**src/rtl/apc_map.svh**
```systemverilog
// Offsets, field positions, reset values and codes of the acyclic parameter channel
`ifndef APC_MAP_SVH
`define APC_MAP_SVH
`define IDX_RELATIVE_CURRENT 8'h01
`define IDX_THERMAL_IMAGE 8'h02
`define IDX_TRIP_SETTINGS 8'h03
`define IDX_PARAM_CHANNEL 8'h2F
`define BYTE_REF 5'h00
`define BYTE_TYPE 5'h01
`define BYTE_OBJECT_ID 5'h02
`define BYTE_PAR_COUNT 5'h03
`define BYTE_PAR_NUM_HI 5'h06
`define BYTE_PAR_NUM_LO 5'h07
`define BYTE_SUB_HI 5'h08
`define BYTE_SUB_LO 5'h09
`define BYTE_VALUE_FIRST 5'h0A
`define READ_JOB_LEN 5'h0A
`define WRITE_JOB_MIN 5'h0B
`define WRITE_JOB_MAX 5'h10
`define TYPE_READ 8'h01
`define TYPE_WRITE 8'h02
`define OBJECT_ID_DRIVE 8'h00
`define PAR_COUNT_ONE 8'h01
`define CONTROL_SOURCE_PARAM 16'h03A0
`define CONTROL_SOURCE_RESET 16'h0001
`define CONTROL_SOURCE_TERMINAL 16'h0000
`define BUS_CONTROL_BIT 10
`define PD_RUN_BIT 0
`define ERR_STATE_CONFLICT 8'h01
`define ERR_BAD_REQUEST 8'h02
`endif

```
**src/rtl/apc_pkg.sv**
```systemverilog
// Types shared by the acyclic parameter channel
package apc_pkg;
  typedef enum logic [1:0] {JOB_IDLE, JOB_EXEC, JOB_WAIT, JOB_READY} job_state_t;
  typedef logic [7:0] byte_t;
endpackage : apc_pkg

```
**src/rtl/acyclic_parameter_channel.sv**
```systemverilog
// Device-side acyclic parameter channel, breaker objects and run source selection
`timescale 1ns/100ps
`include "apc_map.svh"
module acyclic_parameter_channel (
  input wire logic CLK_IN,
  input wire logic SRST_IN,
  input wire logic WR_BYTE_VALID_IN,
  input wire apc_pkg::byte_t WR_BYTE_IN,
  input wire logic WR_LAST_IN,
  input wire apc_pkg::byte_t WR_INDEX_IN,
  input wire logic RD_REQ_IN,
  input wire apc_pkg::byte_t RD_INDEX_IN,
  input wire logic PAR_DONE_IN,
  input wire logic [31:0] PAR_RDATA_IN,
  input wire logic [15:0] PD_CTRL_IN,
  input wire apc_pkg::byte_t PROFILE_IN,
  input wire logic TERM_RUN_IN,
  input wire apc_pkg::byte_t RELATIVE_CURRENT_IN,
  input wire apc_pkg::byte_t THERMAL_IMAGE_IN,
  input wire apc_pkg::byte_t TRIP_SETTINGS_IN,
  output logic RSP_VALID_OUT,
  output logic RSP_WRITE_OUT,
  output logic RSP_OK_OUT,
  output apc_pkg::byte_t RSP_ERR_OUT,
  output apc_pkg::byte_t RSP_REF_OUT,
  output logic [2:0] RSP_LEN_OUT,
  output logic [31:0] RSP_DATA_OUT,
  output logic PAR_REQ_OUT,
  output logic PAR_WRITE_OUT,
  output logic [15:0] PAR_NUM_OUT,
  output logic [15:0] PAR_SUB_OUT,
  output logic [31:0] PAR_WDATA_OUT,
  output logic RUN_CMD_OUT,
  output logic TERMINAL_MODE_OUT
);
  import apc_pkg::*;

  ////////////////////////////////////////////////////////////////////////////
  // Frame capture and job state
  job_state_t state, next_state;
  logic [4:0] count, next_count;
  logic overflow, next_overflow;
  byte_t ref_id, next_ref_id, frame_ref, next_frame_ref;
  byte_t job_type, next_job_type;
  logic frame_bad, next_frame_bad;
  logic [15:0] par_num, next_par_num;
  logic [15:0] sub, next_sub;
  logic [31:0] value, next_value;
  logic [31:0] result, next_result;
  logic [15:0] control_source, next_control_source;
  logic rsp_valid, next_rsp_valid;
  logic rsp_write, next_rsp_write;
  logic rsp_ok, next_rsp_ok;
  byte_t rsp_err, next_rsp_err;
  byte_t rsp_ref, next_rsp_ref;
  logic [2:0] rsp_len, next_rsp_len;
  logic [31:0] rsp_data, next_rsp_data;
  logic par_req, next_par_req, par_write, next_par_write;
  logic [4:0] frame_len;
  logic len_ok;

  function automatic logic is_bus_profile(input byte_t profile);
    return profile == 8'h07 || profile == 8'h08 || profile == 8'h09 || profile == 8'h0B;
  endfunction : is_bus_profile
  always_comb begin
    next_state = state;
    next_count = count;
    next_overflow = overflow;
    next_ref_id = ref_id;
    // Busy refusals must echo their own reference, not the pending job's
    next_frame_ref = (WR_BYTE_VALID_IN && count == `BYTE_REF) ? WR_BYTE_IN : frame_ref;
    next_job_type = job_type;
    next_frame_bad = frame_bad;
    next_par_num = par_num;
    next_sub = sub;
    next_value = value;
    next_result = result;
    next_control_source = control_source;
    next_rsp_valid = 1'b0;
    next_rsp_write = rsp_write;
    next_rsp_ok = rsp_ok;
    next_rsp_err = rsp_err;
    next_rsp_ref = rsp_ref;
    next_rsp_len = rsp_len;
    next_rsp_data = rsp_data;
    next_par_req = 1'b0;
    frame_len = count + 5'h01;
    len_ok = 1'b0;
    if (WR_BYTE_VALID_IN) begin
      // Fields are only captured while idle so a stray frame cannot corrupt a pending job
      if (state == JOB_IDLE) begin
        unique case (count)
          `BYTE_REF: next_ref_id = WR_BYTE_IN;
          `BYTE_TYPE: next_job_type = WR_BYTE_IN;
          `BYTE_OBJECT_ID: next_frame_bad = frame_bad | (WR_BYTE_IN != `OBJECT_ID_DRIVE);
          `BYTE_PAR_COUNT: next_frame_bad = frame_bad | (WR_BYTE_IN != `PAR_COUNT_ONE);
          `BYTE_PAR_NUM_HI: next_par_num = {WR_BYTE_IN, par_num[7:0]};
          `BYTE_PAR_NUM_LO: next_par_num = {par_num[15:8], WR_BYTE_IN};
          `BYTE_SUB_HI: next_sub = {WR_BYTE_IN, sub[7:0]};
          `BYTE_SUB_LO: next_sub = {sub[15:8], WR_BYTE_IN};
          default: begin
            // Value bytes shift in big-endian; only the last four are kept
            if (count >= `BYTE_VALUE_FIRST) begin
              next_value = {value[23:0], WR_BYTE_IN};
            end
          end
        endcase
        if (count == `BYTE_REF) begin
          next_frame_bad = 1'b0;
          next_value = 32'h0000_0000;
        end
      end
      if (count == `WRITE_JOB_MAX) begin
        next_overflow = 1'b1;
      end else begin
        next_count = frame_len;
      end
      if (WR_LAST_IN) begin
        next_count = 5'h00;
        next_overflow = 1'b0;
        next_rsp_valid = 1'b1;
        next_rsp_write = 1'b1;
        next_rsp_len = 3'h0;
        next_rsp_data = 32'h0000_0000;
        next_rsp_ref = next_frame_ref;
        if (next_job_type == `TYPE_READ) begin
          len_ok = frame_len == `READ_JOB_LEN;
        end else if (next_job_type == `TYPE_WRITE) begin
          len_ok = frame_len >= `WRITE_JOB_MIN && frame_len <= `WRITE_JOB_MAX && !overflow;
        end
        if (WR_INDEX_IN != `IDX_PARAM_CHANNEL) begin
          next_rsp_ok = 1'b0;
          next_rsp_err = `ERR_BAD_REQUEST;
        end else if (state != JOB_IDLE) begin
          next_rsp_ok = 1'b0;
          next_rsp_err = `ERR_STATE_CONFLICT;
        end else if (!len_ok || next_frame_bad || next_rsp_ref == 8'h00) begin
          next_rsp_ok = 1'b0;
          next_rsp_err = `ERR_BAD_REQUEST;
        end else begin
          next_rsp_ok = 1'b1;
          next_rsp_err = 8'h00;
          next_state = JOB_EXEC;
        end
      end
    end else if (RD_REQ_IN) begin
      next_rsp_valid = 1'b1;
      next_rsp_write = 1'b0;
      next_rsp_ok = 1'b1;
      next_rsp_err = 8'h00;
      next_rsp_len = 3'h1;
      next_rsp_ref = 8'h00;
      next_rsp_data = 32'h0000_0000;
      // Reads are never gated by the control source
      unique case (RD_INDEX_IN)
        `IDX_RELATIVE_CURRENT: next_rsp_data = {24'h00_0000, RELATIVE_CURRENT_IN};
        `IDX_THERMAL_IMAGE: next_rsp_data = {24'h00_0000, THERMAL_IMAGE_IN};
        `IDX_TRIP_SETTINGS: next_rsp_data = {24'h00_0000, TRIP_SETTINGS_IN};
        `IDX_PARAM_CHANNEL: begin
          next_rsp_ref = ref_id;
          if (state == JOB_READY) begin
            next_rsp_len = (job_type == `TYPE_READ) ? 3'h4 : 3'h0;
            next_rsp_data = (job_type == `TYPE_READ) ? result : 32'h0000_0000;
            next_state = JOB_IDLE;
          end else begin
            next_rsp_ok = 1'b0;
            next_rsp_err = `ERR_STATE_CONFLICT;
            next_rsp_len = 3'h0;
          end
        end
        default: begin
          next_rsp_ok = 1'b0;
          next_rsp_err = `ERR_BAD_REQUEST;
          next_rsp_len = 3'h0;
        end
      endcase
    end
    next_par_write = next_job_type == `TYPE_WRITE;
    unique case (state)
      JOB_IDLE: ;
      JOB_EXEC: begin
        // The control source lives here because it steers the run path directly
        if (par_num == `CONTROL_SOURCE_PARAM && sub == 16'h0000) begin
          if (job_type == `TYPE_WRITE) begin
            next_control_source = value[15:0];
          end
          next_result = {16'h0000, control_source};
          next_state = JOB_READY;
        end else begin
          next_par_req = 1'b1;
          next_state = JOB_WAIT;
        end
      end
      JOB_WAIT: begin
        if (PAR_DONE_IN) begin
          next_result = PAR_RDATA_IN;
          next_state = JOB_READY;
        end
      end
      JOB_READY: ;
    endcase
  end

  always_ff @(posedge CLK_IN) begin
    if (SRST_IN) begin
      state <= JOB_IDLE;
      count <= 5'h00;
      overflow <= 1'b0;
      ref_id <= 8'h00;
      frame_ref <= 8'h00;
      job_type <= 8'h00;
      frame_bad <= 1'b0;
      par_num <= 16'h0000;
      sub <= 16'h0000;
      value <= 32'h0000_0000;
      result <= 32'h0000_0000;
      control_source <= `CONTROL_SOURCE_RESET;
      rsp_valid <= 1'b0;
      rsp_write <= 1'b0;
      rsp_ok <= 1'b0;
      rsp_err <= 8'h00;
      rsp_ref <= 8'h00;
      rsp_len <= 3'h0;
      rsp_data <= 32'h0000_0000;
      par_req <= 1'b0;
      par_write <= 1'b0;
    end else begin
      state <= next_state;
      count <= next_count;
      overflow <= next_overflow;
      ref_id <= next_ref_id;
      frame_ref <= next_frame_ref;
      job_type <= next_job_type;
      frame_bad <= next_frame_bad;
      par_num <= next_par_num;
      sub <= next_sub;
      value <= next_value;
      result <= next_result;
      control_source <= next_control_source;
      rsp_valid <= next_rsp_valid;
      rsp_write <= next_rsp_write;
      rsp_ok <= next_rsp_ok;
      rsp_err <= next_rsp_err;
      rsp_ref <= next_rsp_ref;
      rsp_len <= next_rsp_len;
      rsp_data <= next_rsp_data;
      par_req <= next_par_req;
      par_write <= next_par_write;
    end
  end

  ////////////////////////////////////////////////////////////////////////////
  // Run command source
  logic term_s1, term_s2, term_s3, term_run, next_term_run;
  logic run_cmd, next_run_cmd;
  logic terminal_mode, next_terminal_mode;

  always_comb begin
    // Pin is taken only once the last two sync stages agree, which filters one-cycle glitches
    next_term_run = (term_s2 == term_s3) ? term_s3 : term_run;
    next_terminal_mode = control_source == `CONTROL_SOURCE_TERMINAL;
    if (!next_terminal_mode && is_bus_profile(PROFILE_IN) && !PD_CTRL_IN[`BUS_CONTROL_BIT]) begin
      next_terminal_mode = 1'b1;
    end
    next_run_cmd = next_terminal_mode ? term_run : PD_CTRL_IN[`PD_RUN_BIT];
  end

  always_ff @(posedge CLK_IN) begin
    if (SRST_IN) begin
      term_s1 <= 1'b0;
      term_s2 <= 1'b0;
      term_s3 <= 1'b0;
      term_run <= 1'b0;
      run_cmd <= 1'b0;
      terminal_mode <= 1'b0;
    end else begin
      term_s1 <= TERM_RUN_IN;
      term_s2 <= term_s1;
      term_s3 <= term_s2;
      term_run <= next_term_run;
      run_cmd <= next_run_cmd;
      terminal_mode <= next_terminal_mode;
    end
  end
  assign RSP_VALID_OUT = rsp_valid;
  assign RSP_WRITE_OUT = rsp_write;
  assign RSP_OK_OUT = rsp_ok;
  assign RSP_ERR_OUT = rsp_err;
  assign RSP_REF_OUT = rsp_ref;
  assign RSP_LEN_OUT = rsp_len;
  assign RSP_DATA_OUT = rsp_data;
  assign PAR_REQ_OUT = par_req;
  assign PAR_WRITE_OUT = par_write;
  assign PAR_NUM_OUT = par_num;
  assign PAR_SUB_OUT = sub;
  assign PAR_WDATA_OUT = value;
  assign RUN_CMD_OUT = run_cmd;
  assign TERMINAL_MODE_OUT = terminal_mode;
endmodule : acyclic_parameter_channel

```
**config.mk**
```make
export PLATFORM = sky130hd
export DESIGN_NAME = acyclic_parameter_channel
export DESIGN_NICKNAME = d
export VERILOG_FILES = /design/src/rtl/apc_pkg.sv /design/src/rtl/acyclic_parameter_channel.sv
export VERILOG_INCLUDE_DIRS = /design/src /design/src/rtl
export SDC_FILE = /design/constraint.sdc
export NUM_CORES = 1
export LEC_CHECK = 0
export ABC_CLOCK_PERIOD_IN_PS = 4100
export BUFFER_PORTS_ARGS = -buffer_cell sky130_fd_sc_hd__buf_2
export CORE_MARGIN = 2
export CORE_UTILIZATION = 30
export DETAILED_ROUTE_END_ITERATION = 16
export MAX_ROUTING_LAYER = met4
export SETUP_SLACK_MARGIN = 0.4
export SKIP_LAST_GASP = 1
export SYNTH_ARGS = -nofsm -noshare
export SYNTH_HDL_FRONTEND = slang
export SYNTH_SLANG_ARGS = --single-unit
```
**constraint.sdc**
```tcl
create_clock -name CLK_IN -period 4.1 [get_ports CLK_IN]
set_clock_uncertainty 0.1 [all_clocks]
set_input_delay 0.615 -clock CLK_IN [delete_from_list [all_inputs] [get_ports CLK_IN]]
set_output_delay 0.615 -clock CLK_IN [all_outputs]
set_load 0.005 [all_outputs]
```
# ---- Word level (Yosys, flattened, before mapping)
# Cells that the tools add are included.
dict set report op_classes {
  n_addsub 1
  magnitude_cmp 3
  n_eq_ne 34
  n_mux 77
  bitwise_logic 7
  reduce_logical 40
}
# operator count
set op_table {}
lappend op_table {{$mux 32} 10}
lappend op_table {{$pmux 32 s4} 1}
lappend op_table {{$mux 8} 12}
lappend op_table {{$pmux 16 s2} 2}
lappend op_table {{$pmux 32 s2} 1}
lappend op_table {{$eq 8x2->1 const B} 5}
lappend op_table {{$logic_not 16->1} 2}
lappend op_table {{$mux 1} 27}
lappend op_table {{$eq 8x1->1 const B} 3}
lappend op_table {{$eq 8x4->1 const B} 3}
lappend op_table {{$mux 2} 12}
lappend op_table {{$reduce_and 4->1} 5}
lappend op_table {{$eq 16x10->1 const B} 1}
lappend op_table {{$eq 5x4->1 const B} 3}
lappend op_table {{$mux 3} 5}
lappend op_table {{$eq 5x2->1 const B} 2}
lappend op_table {{$eq 5x3->1 const B} 2}
lappend op_table {{$ge 5x4->1 const B} 2}
lappend op_table {{$mux 5} 2}
lappend op_table {{$reduce_bool 2->1} 5}
lappend op_table {{$reduce_and 3->1} 3}
lappend op_table {{$eq 8x3->1 const B} 1}
lappend op_table {{$eq 8x6->1 const B} 1}
lappend op_table {{$logic_not 8->1} 1}
lappend op_table {{other kinds (26)} 51}
dict set report totals {
  regBits 207
  input_bits 111
  out_inout_bits 122
  word_cells 191
}

# ---- Depth between registers and ports, before layout
# Gate-level depths: netlist of run 1.
dict set report logic_depth {
  ltp_word 19
  mapped_depth 9
  mapped_depth_nobuf 8
}

# ---- Least setup slack after synthesis of run 1
# OpenSTA, ideal clock, no wires.
dict set report synth_path {
  kind {input to register}
  startpoint {in WR_BYTE_IN[2]}
  endpoint {reg state[1]}
  setup_ps 117
  t_arrival_ps 2070
  t_required_ps 3883
  slack_ps 1813
  path_stages 7
  n_path_buf 1
  path_cell_list {buf_2 > nor4_4 > nand2_1 > nor3_1 > o21ai_1 > or3_4 > a22o_1}
}
dict set report synth_via {
  elab_chain_len 18
}
# item line
set synth_rtl {}
lappend synth_rtl {{from (decl)} acyclic_parameter_channel.sv:8} ;# input wire apc_pkg::byte_t WR_BYTE_IN,
lappend synth_rtl {{$mux 8} acyclic_parameter_channel.sv:92} ;# unique case (count)
lappend synth_rtl {{$mux 8} acyclic_parameter_channel.sv:91} ;# if (state == JOB_IDLE) begin
lappend synth_rtl {{$mux 8} acyclic_parameter_channel.sv:89} ;# if (WR_BYTE_VALID_IN) begin
lappend synth_rtl {{$eq 8x2->1 (no source line)} n/a}
lappend synth_rtl {{$mux 1} acyclic_parameter_channel.sv:128} ;# end else if (next_job_type == `TYPE_WRITE) begin
lappend synth_rtl {{$mux 1} acyclic_parameter_channel.sv:126} ;# if (next_job_type == `TYPE_READ) begin
lappend synth_rtl {{$mux 1} acyclic_parameter_channel.sv:118} ;# if (WR_LAST_IN) begin
lappend synth_rtl {{$mux 1} acyclic_parameter_channel.sv:89}
lappend synth_rtl {{(+2 left out)} n/a}
lappend synth_rtl {{$logic_or 1x1->1 (*)} acyclic_parameter_channel.sv:137} ;# end else if (!len_ok || next_frame_bad || next_rsp_ref == 8'h00) begin
lappend synth_rtl {{$mux 2 (*)} acyclic_parameter_channel.sv:137}
lappend synth_rtl {{$mux 2 (*)} acyclic_parameter_channel.sv:134} ;# end else if (state != JOB_IDLE) begin
lappend synth_rtl {{$mux 2 (*)} acyclic_parameter_channel.sv:131} ;# if (WR_INDEX_IN != `IDX_PARAM_CHANNEL) begin
lappend synth_rtl {{$mux 2 (*)} acyclic_parameter_channel.sv:118}
lappend synth_rtl {{$mux 2 (*)} acyclic_parameter_channel.sv:89}
lappend synth_rtl {{$mux 2} acyclic_parameter_channel.sv:195} ;# if (PAR_DONE_IN) begin
lappend synth_rtl {{$pmux 2 s2 (*)} acyclic_parameter_channel.sv:179} ;# unique case (state)
lappend synth_rtl {{to (signal assigned)} acyclic_parameter_channel.sv:228} ;# state <= next_state;
lappend synth_rtl {{to (decl)} acyclic_parameter_channel.sv:40} ;# job_state_t state, next_state;
# Mark *: on every way between the ends. The rest lies on a longest branch, timed or not. The select of a mux whose other input is x is not followed.
# A chain may end at the register's enable or synchronous reset.

# ---- Worst setup path in the final report of run 1
dict set report layout_path {
  startpoint {reg count[0]}
  endpoint {reg state[1]}
}
dict set report layout_via {
  elab_chain_len 19
}
# item line
set layout_rtl {}
lappend layout_rtl {{from (decl)} acyclic_parameter_channel.sv:41} ;# logic [4:0] count, next_count;
lappend layout_rtl {{from (signal assigned)} acyclic_parameter_channel.sv:229} ;# count <= next_count;
lappend layout_rtl {{branches (longest 11 deep; another with $add 5x1->5)} n/a}
lappend layout_rtl {{$logic_or 1x1->1 (*)} acyclic_parameter_channel.sv:137}
lappend layout_rtl {{$mux 2 (*)} acyclic_parameter_channel.sv:137}
lappend layout_rtl {{$mux 2 (*)} acyclic_parameter_channel.sv:134}
lappend layout_rtl {{$mux 2 (*)} acyclic_parameter_channel.sv:131}
lappend layout_rtl {{$mux 2 (*)} acyclic_parameter_channel.sv:118}
lappend layout_rtl {{$mux 2 (*)} acyclic_parameter_channel.sv:89}
lappend layout_rtl {{$mux 2} acyclic_parameter_channel.sv:195}
lappend layout_rtl {{$pmux 2 s2 (*)} acyclic_parameter_channel.sv:179}
# Mark *: on every way between the ends. The select of a mux whose other input is x is not followed.

==> results of run 1 <==
-- per-layer routing --
layer / vias to the layer above / global-route usage, % / wire length (um)
met5: - / - / 0
met4: 0 / 3.919 / 314
li1: 3624 / - / -
met3: 18 / 3.377 / 1285
met1: 3408 / 22.83 / 12110
met2: 196 / 25.30 / 11030
-- synth_stat cells (3+ instances only) --
library cell / instances / area [sq um]
a211oi_1: 27 / 202.7
a21oi_1: 50 / 250.2
a22o_1: 26 / 227.7
a22oi_1: 11 / 82.58
and2_1: 17 / 106.4
and3_1: 5 / 31.28
buf_1: 7 / 26.28
buf_2: 14 / 70.07
buf_4: 10 / 75.07
clkbuf_1: 44 / 165.2
dfxtp_1: 200 / 4004
ha_1: 9 / 112.6
inv_1: 12 / 45.04
mux2_2: 8 / 90.09
mux2i_1: 118 / 1181
nand2_1: 65 / 244.0
nand2b_1: 5 / 31.28
nand3_1: 28 / 140.1
nand3b_1: 7 / 52.55
nand4_1: 8 / 50.05
nor2_1: 154 / 578.1
nor2b_1: 10 / 62.56
nor3_1: 19 / 95.09
nor3b_1: 4 / 30.03
nor4_1: 16 / 100.1
nor4b_1: 4 / 35.03
o21ai_0: 17 / 85.08
or4_1: 3 / 22.52
xor2_1: 3 / 26.28
-- stage by stage --
step	worst slack (ns)	total power [mW]	utilization (%)	cell area [sq um]	hold WS [ns]
final	1.144	4.748	37.42	10480	0.2813
after global routing	1.018	4.995	37.42	10480	0.2890
after CTS	1.231	4.803	37.41	10480	0.2658
after detailed placement	1.252	3.153	35.40	9917	0.3258
after global placement	1.288	3.139	35.40	9917	0.3220
after floorplan	1.813	2.900	-	8625	0.3138
-- worst max-delay path by stage --
stage               cells past startpoint  slack, ns          start        to
floorplan                               7       1.81  WR_BYTE_IN[2]  state[1]
global placement                        9       1.29       count[0]  state[1]
detailed placement                      9       1.25       count[0]  state[1]
CTS                                     9       1.23       count[0]  state[1]
global route                            9       1.02       count[0]  state[1]
finish                                  9       1.14       count[0]  state[1]
-- power groups by stage --
stage | sequential (mW) | combinational (mW) | clock (mW)
floorplan | 2.17 | 0.733 | 0
global placement | 2.18 | 0.954 | 0
detailed placement | 2.19 | 0.963 | 0
CTS | 2.14 | 0.966 | 1.69
global route | 2.16 | 1.06 | 1.77
finish | 2.14 | 0.955 | 1.65
-- cells in the final DEF, fill, tap and decap left out, drive strengths merged, types with 20 or more instances in the layout --
master  synthesis  final
nand2          65     65
mux2i         118    118
nand3          29     29
dfxtp         200    200
nor3           20     20
a22o           26     26
a211oi         27     27
inv            12     20
buf            33    224
a21oi          50     50
nor2          154    154
-- registers in the layout, indices dropped and copies added, names as in the netlist, 2 cells and up --
| name | count |
|---|---|
| control_source | 16 |
| ref_id | 8 |
| state | 2 |
| job_type | 8 |
| frame_ref | 8 |
| result | 32 |
| PAR_WDATA_OUT | 32 |
| RSP_REF_OUT | 8 |
| PAR_SUB_OUT | 16 |
| RSP_ERR_OUT | 2 |
| RSP_DATA_OUT | 32 |
| PAR_NUM_OUT | 16 |
| count | 5 |
| RSP_LEN_OUT | 2 |
-- worst max-delay path, delay by kind of cell (launching register included) --
| family | cells | cell delay [ns] |
|---|---|---|
| adder cells (fa/ha/maj) | 1 | 0.31 |
| AND/OR/NAND/NOR | 3 | 1.04 |
| buffers and inverters | 2 | 0.40 |
| AO/OA/AOI/OAI | 3 | 0.59 |
| flip-flops | 1 | 0.42 |
-- cell families (layout without fill, tap and decap cells) --
family	count (synthesis)	in the layout	share of synthesized area [%]
multiplexers	126	126	14.78
flip-flops	200	200	46.55
XOR/XNOR	5	5	0.5092
AO/OA/AOI/OAI	152	152	11.87
buffers and inverters	89	268	4.698
adder cells (fa/ha/maj)	9	9	1.309
AND/OR/NAND/NOR	357	357	20.25
other	1	8	0.04359
-- layout make-up --
class | instances | area, sq um | area share [%]
repair buffers | 224 | 1169 | 11.15
well taps | 378 | 473.0 | 4.512
flip-flops and latches | 200 | 4004 | 38.20
diodes | 1 | 2.502 | 0.02387
inverters | 12 | 45.04 | 0.4297
clock buffers | 17 | 425.4 | 4.058
multi-input cells | 656 | 4227 | 40.32
clock inverters | 15 | 137.6 | 1.313
==> impl_metrics.tcl, run 1 <==
set metrics [dict create \
    status "finished, final reports clean" \
    die_h_um 173.3 \
    hp-start "TERM_RUN_IN" \
    yosysUniqueCellTypes 58 \
    rsz0062_at_grt "false" \
    postCtsSetupBuffers 0 \
    setup_viol 0 \
    drt_iter0_drc 411 \
    cts_buffer_depth 2 \
    drv_slew 0 \
    r2r_slack_ns 1.14 \
    crit_slowest_cell "or3_4" \
    drcViolationCount 0 \
    grt_pass1_wl_um 38930 \
    crit_chain "inv_1, ha_1, nor4b_4, buf_4, a211oi_1, nor4_1, o211ai_1, or3_4, a22o_1" \
    die_x_um 173.3 \
    seqPwrFrac_pct 45.2 \
    ys_seq_area_share_pct 46.55 \
    clkLatencyLatePin_ns 0.44 \
    vias 7246 \
    firstDrtPassIters 5 \
    synth_enable_flop_cells 0 \
    intPower_mw 3.264 \
    finalHoldViolCount 0 \
    routabilityCongestion 0.8511 \
    finalCriticalPeriod_ns 2.956 \
    wire_per_inst_um 16.46 \
    clk_pin_slew_ns 0.08 \
    yosysWarnings 0 \
    synth-main-ff-cell "dfxtp_1" \
    dieArea_sq_mm 0.03004 \
    cts_made_buffers 17 \
    post_cts_resized 0 \
    power.share.switching_pct 31.26 \
    ys_seq_elements 200 \
    p_leak_nw 4.593 \
    finalSetupTns_ns 0 \
    fill_cells 2917 \
    max_stage_delay_ns 0.46 \
    antenna_left 0 \
    rows 61 \
    combPwrFrac_pct 20.1 \
    maxCapViolCount 0 \
    cts_tree "yes" \
    port_buffers 211 \
    path_max_fanout 21 \
    critical_path_class "reg -> reg" \
    syn_avg_cell_area_sq_um 9.161 \
    holdCritPathClass "in -> reg" \
    dpl.cell_count 1470 \
    grt_overflow_total 0 \
    antenna_found_initial 1 \
    r2r-end "state[1]" \
    io_pins 233 \
    fin_crit_sh_pct 72.10 \
    root_buffer "clkbuf_16" \
    cts_max_level 4 \
    max_freq_mhz 338.3 \
    p_per_area_mw_per_mm2 452.9 \
    start_kind "flop" \
    required_ns 4.33 \
    hold_path_end "term_s1" \
    r2r-start "count[0]" \
    drive_gt1_share_pct 24.47 \
    r2r_cells 9 \
    hold_buffers 0 \
    clock-sinks 200 \
    nets 1231 \
    arrival_ns 3.19 \
    grt_max_degree 95 \
    areaGrowthSynthToFinish_pct 21.86 \
    core_area_sq_mm 0.02801 \
    hpwl_um 17480 \
    netlist_instances 939 \
    fin_cells 1503 \
    grt.total_usage_pct 16.69 \
    pwr-share-clk_pct 34.7 \
    synthArstFlopShare_pct 0 \
    drt-total-wl_um 24740 \
    start_util_pct 30.71 \
    ir_drop_mv 0.2181 \
    max_slew_margin_pct 34.26 \
    crit_path_end_kind "flop" \
    syn_area_sq_mm 0.008602 \
    viasPerCell 4.821 \
    p_switching_mw 1.484 \
    whs_path_depth 2 \
    grt_pass1_vias 6850 \
    worst_pin_slew_ns 0.9838 \
]
Power figures use the tool's default switching activity.
==> run 2, diff against run 1 <==
--- a/config.mk
+++ b/config.mk
@@ -6,7 +6,8 @@
 export SDC_FILE = /design/constraint.sdc
 export NUM_CORES = 1
 export LEC_CHECK = 0
-export ABC_CLOCK_PERIOD_IN_PS = 4100
+export ABC_AREA = 1
+export ABC_CLOCK_PERIOD_IN_PS = 2500
 export BUFFER_PORTS_ARGS = -buffer_cell sky130_fd_sc_hd__buf_2
 export CORE_MARGIN = 2
 export CORE_UTILIZATION = 30
==> constraint.sdc (replaced) <==
create_clock -name CLK_IN -period 2.5 [get_ports CLK_IN]
set_clock_uncertainty 0.1 [all_clocks]
set_input_delay 0.375 -clock CLK_IN [delete_from_list [all_inputs] [get_ports CLK_IN]]
set_output_delay 0.375 -clock CLK_IN [all_outputs]
set_load 0.005 [all_outputs]
==> impl_metrics.tcl, run 2 <==
set metrics [dict create \
    die_h_um 175.4 \
    p_switching_mw 3.161 \
    netlist_instances 1135 \
    p_per_area_mw_per_mm2 801.0 \
    worst_pin_slew_ns 0.5630 \
    hold_buffers 0 \
    vias 8630 \
    ir_drop_mv 0.4090 \
    seqPwrFrac_pct 41.9 \
    yosys.area.top_type "dfxtp_1" \
    rows 62 \
    pre_cts_slack_ns 0.04789 \
    setup_viol 0 \
    r2r_slack_ns 0.37 \
    viasPerCell 4.881 \
    io_pins 233 \
    rsz0062_at_grt "true" \
    nets 1488 \
    finalHoldViolCount 0 \
    start_util_pct 30.62 \
    yosysUniqueCellTypes 47 \
    areaGrowthSynthToFinish_pct 29.75 \
    p_leak_nw 4.943 \
    cts_tree "yes" \
    start_kind "flop" \
    drt_iter0_drc 617 \
    finalSetupTns_ns 0 \
    grt_overflow_total 0 \
    arrival_ns 2.35 \
    layout_common_cells "nand2_1, buf_2, dfxtp_1" \
    clock-sinks 200 \
    hpwl_um 20160 \
    firstDrtPassIters 5 \
    whs_ns 0.05684 \
    drcViolationCount 0 \
    path_max_fanout 5 \
    drv_slew 0 \
    status "finished, final reports clean" \
    path_common_cell "nand2_1" \
    antenna_found_initial 2 \
    grt_pass1_vias 8024 \
    grt_pass1_wl_um 43330 \
    dieArea_sq_mm 0.03076 \
    finalCriticalPeriod_ns 2.129 \
    grt.total_usage_pct 18.33 \
    critPathBufInv 3 \
    crit_chain "inv_2, ha_4, buf_8, buf_4, nand3_4, nand2_1, nand2_2, nand2_1, nor2_2, nand3_2, nor2_4, nand4_1, nand3_1, a21oi_2" \
    port_buffers 211 \
    fin_cells 1768 \
    max_slew_margin_pct 62.24 \
    pwr-share-clk_pct 30.1 \
    crit_path_end_kind "flop" \
    drive_gt1_share_pct 28.96 \
    cts_buffer_depth 2 \
    max_freq_mhz 469.6 \
    intPower_mw 5.997 \
    synth_enable_flop_cells 0 \
    required_ns 2.72 \
    final_area_sq_mm 0.01143 \
    final_util_pct 39.73 \
    crit_slowest_cell "dfxtp_4" \
    finalPower_mw 9.158 \
    fin_crit_sh_pct 85.17 \
    synth_top_area_share_pct 45.44 \
    fin_ws_ns 0.3707 \
    critical_path_class "reg -> reg" \
    ys_seq_elements 200 \
    antenna_left 0 \
    maxCapViolCount 0 \
    grt_max_degree 102 \
    synth-main-ff-cell "dfxtp_1" \
    wire_per_inst_um 16.16 \
    core_area_sq_mm 0.02878 \
    synth_most_common_cell "nand2_1" \
    yosysWarnings 0 \
    cts_made_buffers 17 \
    root_buffer "clkbuf_16" \
    max_stage_delay_ns 0.38 \
    syn_area_sq_mm 0.008812 \
    routabilityCongestion 0.8697 \
    clkLatencyLatePin_ns 0.45 \
    syn_avg_cell_area_sq_um 7.764 \
    synthArstFlopShare_pct 0 \
    die_x_um 175.4 \
    path_delay_family "simple AND/OR/NAND/NOR gates" \
    power.share.switching_pct 34.52 \
    dpl.cell_count 1710 \
    holdCritPathClass "in -> reg" \
    clk_pin_slew_ns 0.08 \
    drt-total-wl_um 28580 \
    ys_seq_area_share_pct 45.44 \
    yosys-top-cells-area "dfxtp_1, nand2_1, a21oi_1" \
    final_common_cell "nand2_1" \
    combPwrFrac_pct 28.0 \
    synth_commonest_cells "nand2_1, dfxtp_1, inv_1, a21oi_1, nor2_1" \
    placed_area_sq_mm 0.01038 \
    cts_max_level 4 \
]
==> run 2: cell count changes in the layout (fill, tap and decap cells not counted), sizes merged, moves of 28 or more <==
cell / delta
nor2: -55
a221oi: +28
mux2i: -118
a21oi: +50
buf: +48
nand3: +43
inv: +103
nand2: +184
o21ai: +61
==> run 2: worst register-to-register path, stage by stage, from the launching register on <==
cell and delay (ns):
dfxtp_4 0.38, inv_2 0.06, ha_4 0.18, buf_8 0.13, buf_4 0.14, nand3_4 0.08, nand2_1 0.08, nand2_2 0.08
nand2_1 0.06, nor2_2 0.14, nand3_2 0.11, nor2_4 0.14, nand4_1 0.12, nand3_1 0.14, a21oi_2 0.07
==> run 2: final cells by class <==
| type | count | area, sq um |
|---|---|---|
| diodes | 3 | 7.507 |
| clock buffers | 19 | 452.9 |
| clock inverters | 13 | 131.4 |
| fillers | 2983 | 17350 |
| inverters | 118 | 452.9 |
| multi-input cells | 756 | 4192 |
| flip-flops and latches | 200 | 4020 |
| well taps | 384 | 480.5 |
| repair buffers | 275 | 1697 |
==> run 2: kinds of logic after synthesis <==
| family | Yosys count | synth area share (%) |
|---|---|---|
| DFF | 200 | 45.44 |
| adders and majority gates | 9 | 1.278 |
| buffers and inverters | 187 | 9.243 |
| AOI/OAI and AO/OA | 260 | 18.73 |
| other | 1 | 0.04255 |
| and+or+nand+nor | 478 | 25.27 |
==> run 2: power by group through the flow <==
stage	clock, mW	sequential (mW)	combinational [mW]
CTS	2.81	3.83	2.25
global route	2.94	3.89	2.82
finish	2.76	3.84	2.56
detailed placement	0	3.89	2.09
global placement	0	3.90	2.06
floorplan	0	3.82	1.39
==> run 2: final timing paths <==
check | depth (start not counted) | end | start
max | 14 | state[1] | state[0]
min | 3 | term_s1 | TERM_RUN_IN
max reg2reg | 14 | state[1] | state[0]
min reg2reg | 2 | term_s2 | term_s1
==> run 2: routing by layer <==
metal	vias up	global-route usage [%]	share of wire, %
li1	4282	-	-
met1	4015	25.16	48
met2	311	27.17	44
met3	22	3.506	6.8
met4	0	5.764	1.5
met5	-	-	0
==> run 2: what timing repair did <==
item,in CTS,in global routing
pin swaps,18,21
setup endpoints to repair,92,124
buffers inserted,14,4
cloned,1,4
resized for setup,36,29
hold endpoints to repair,0,0
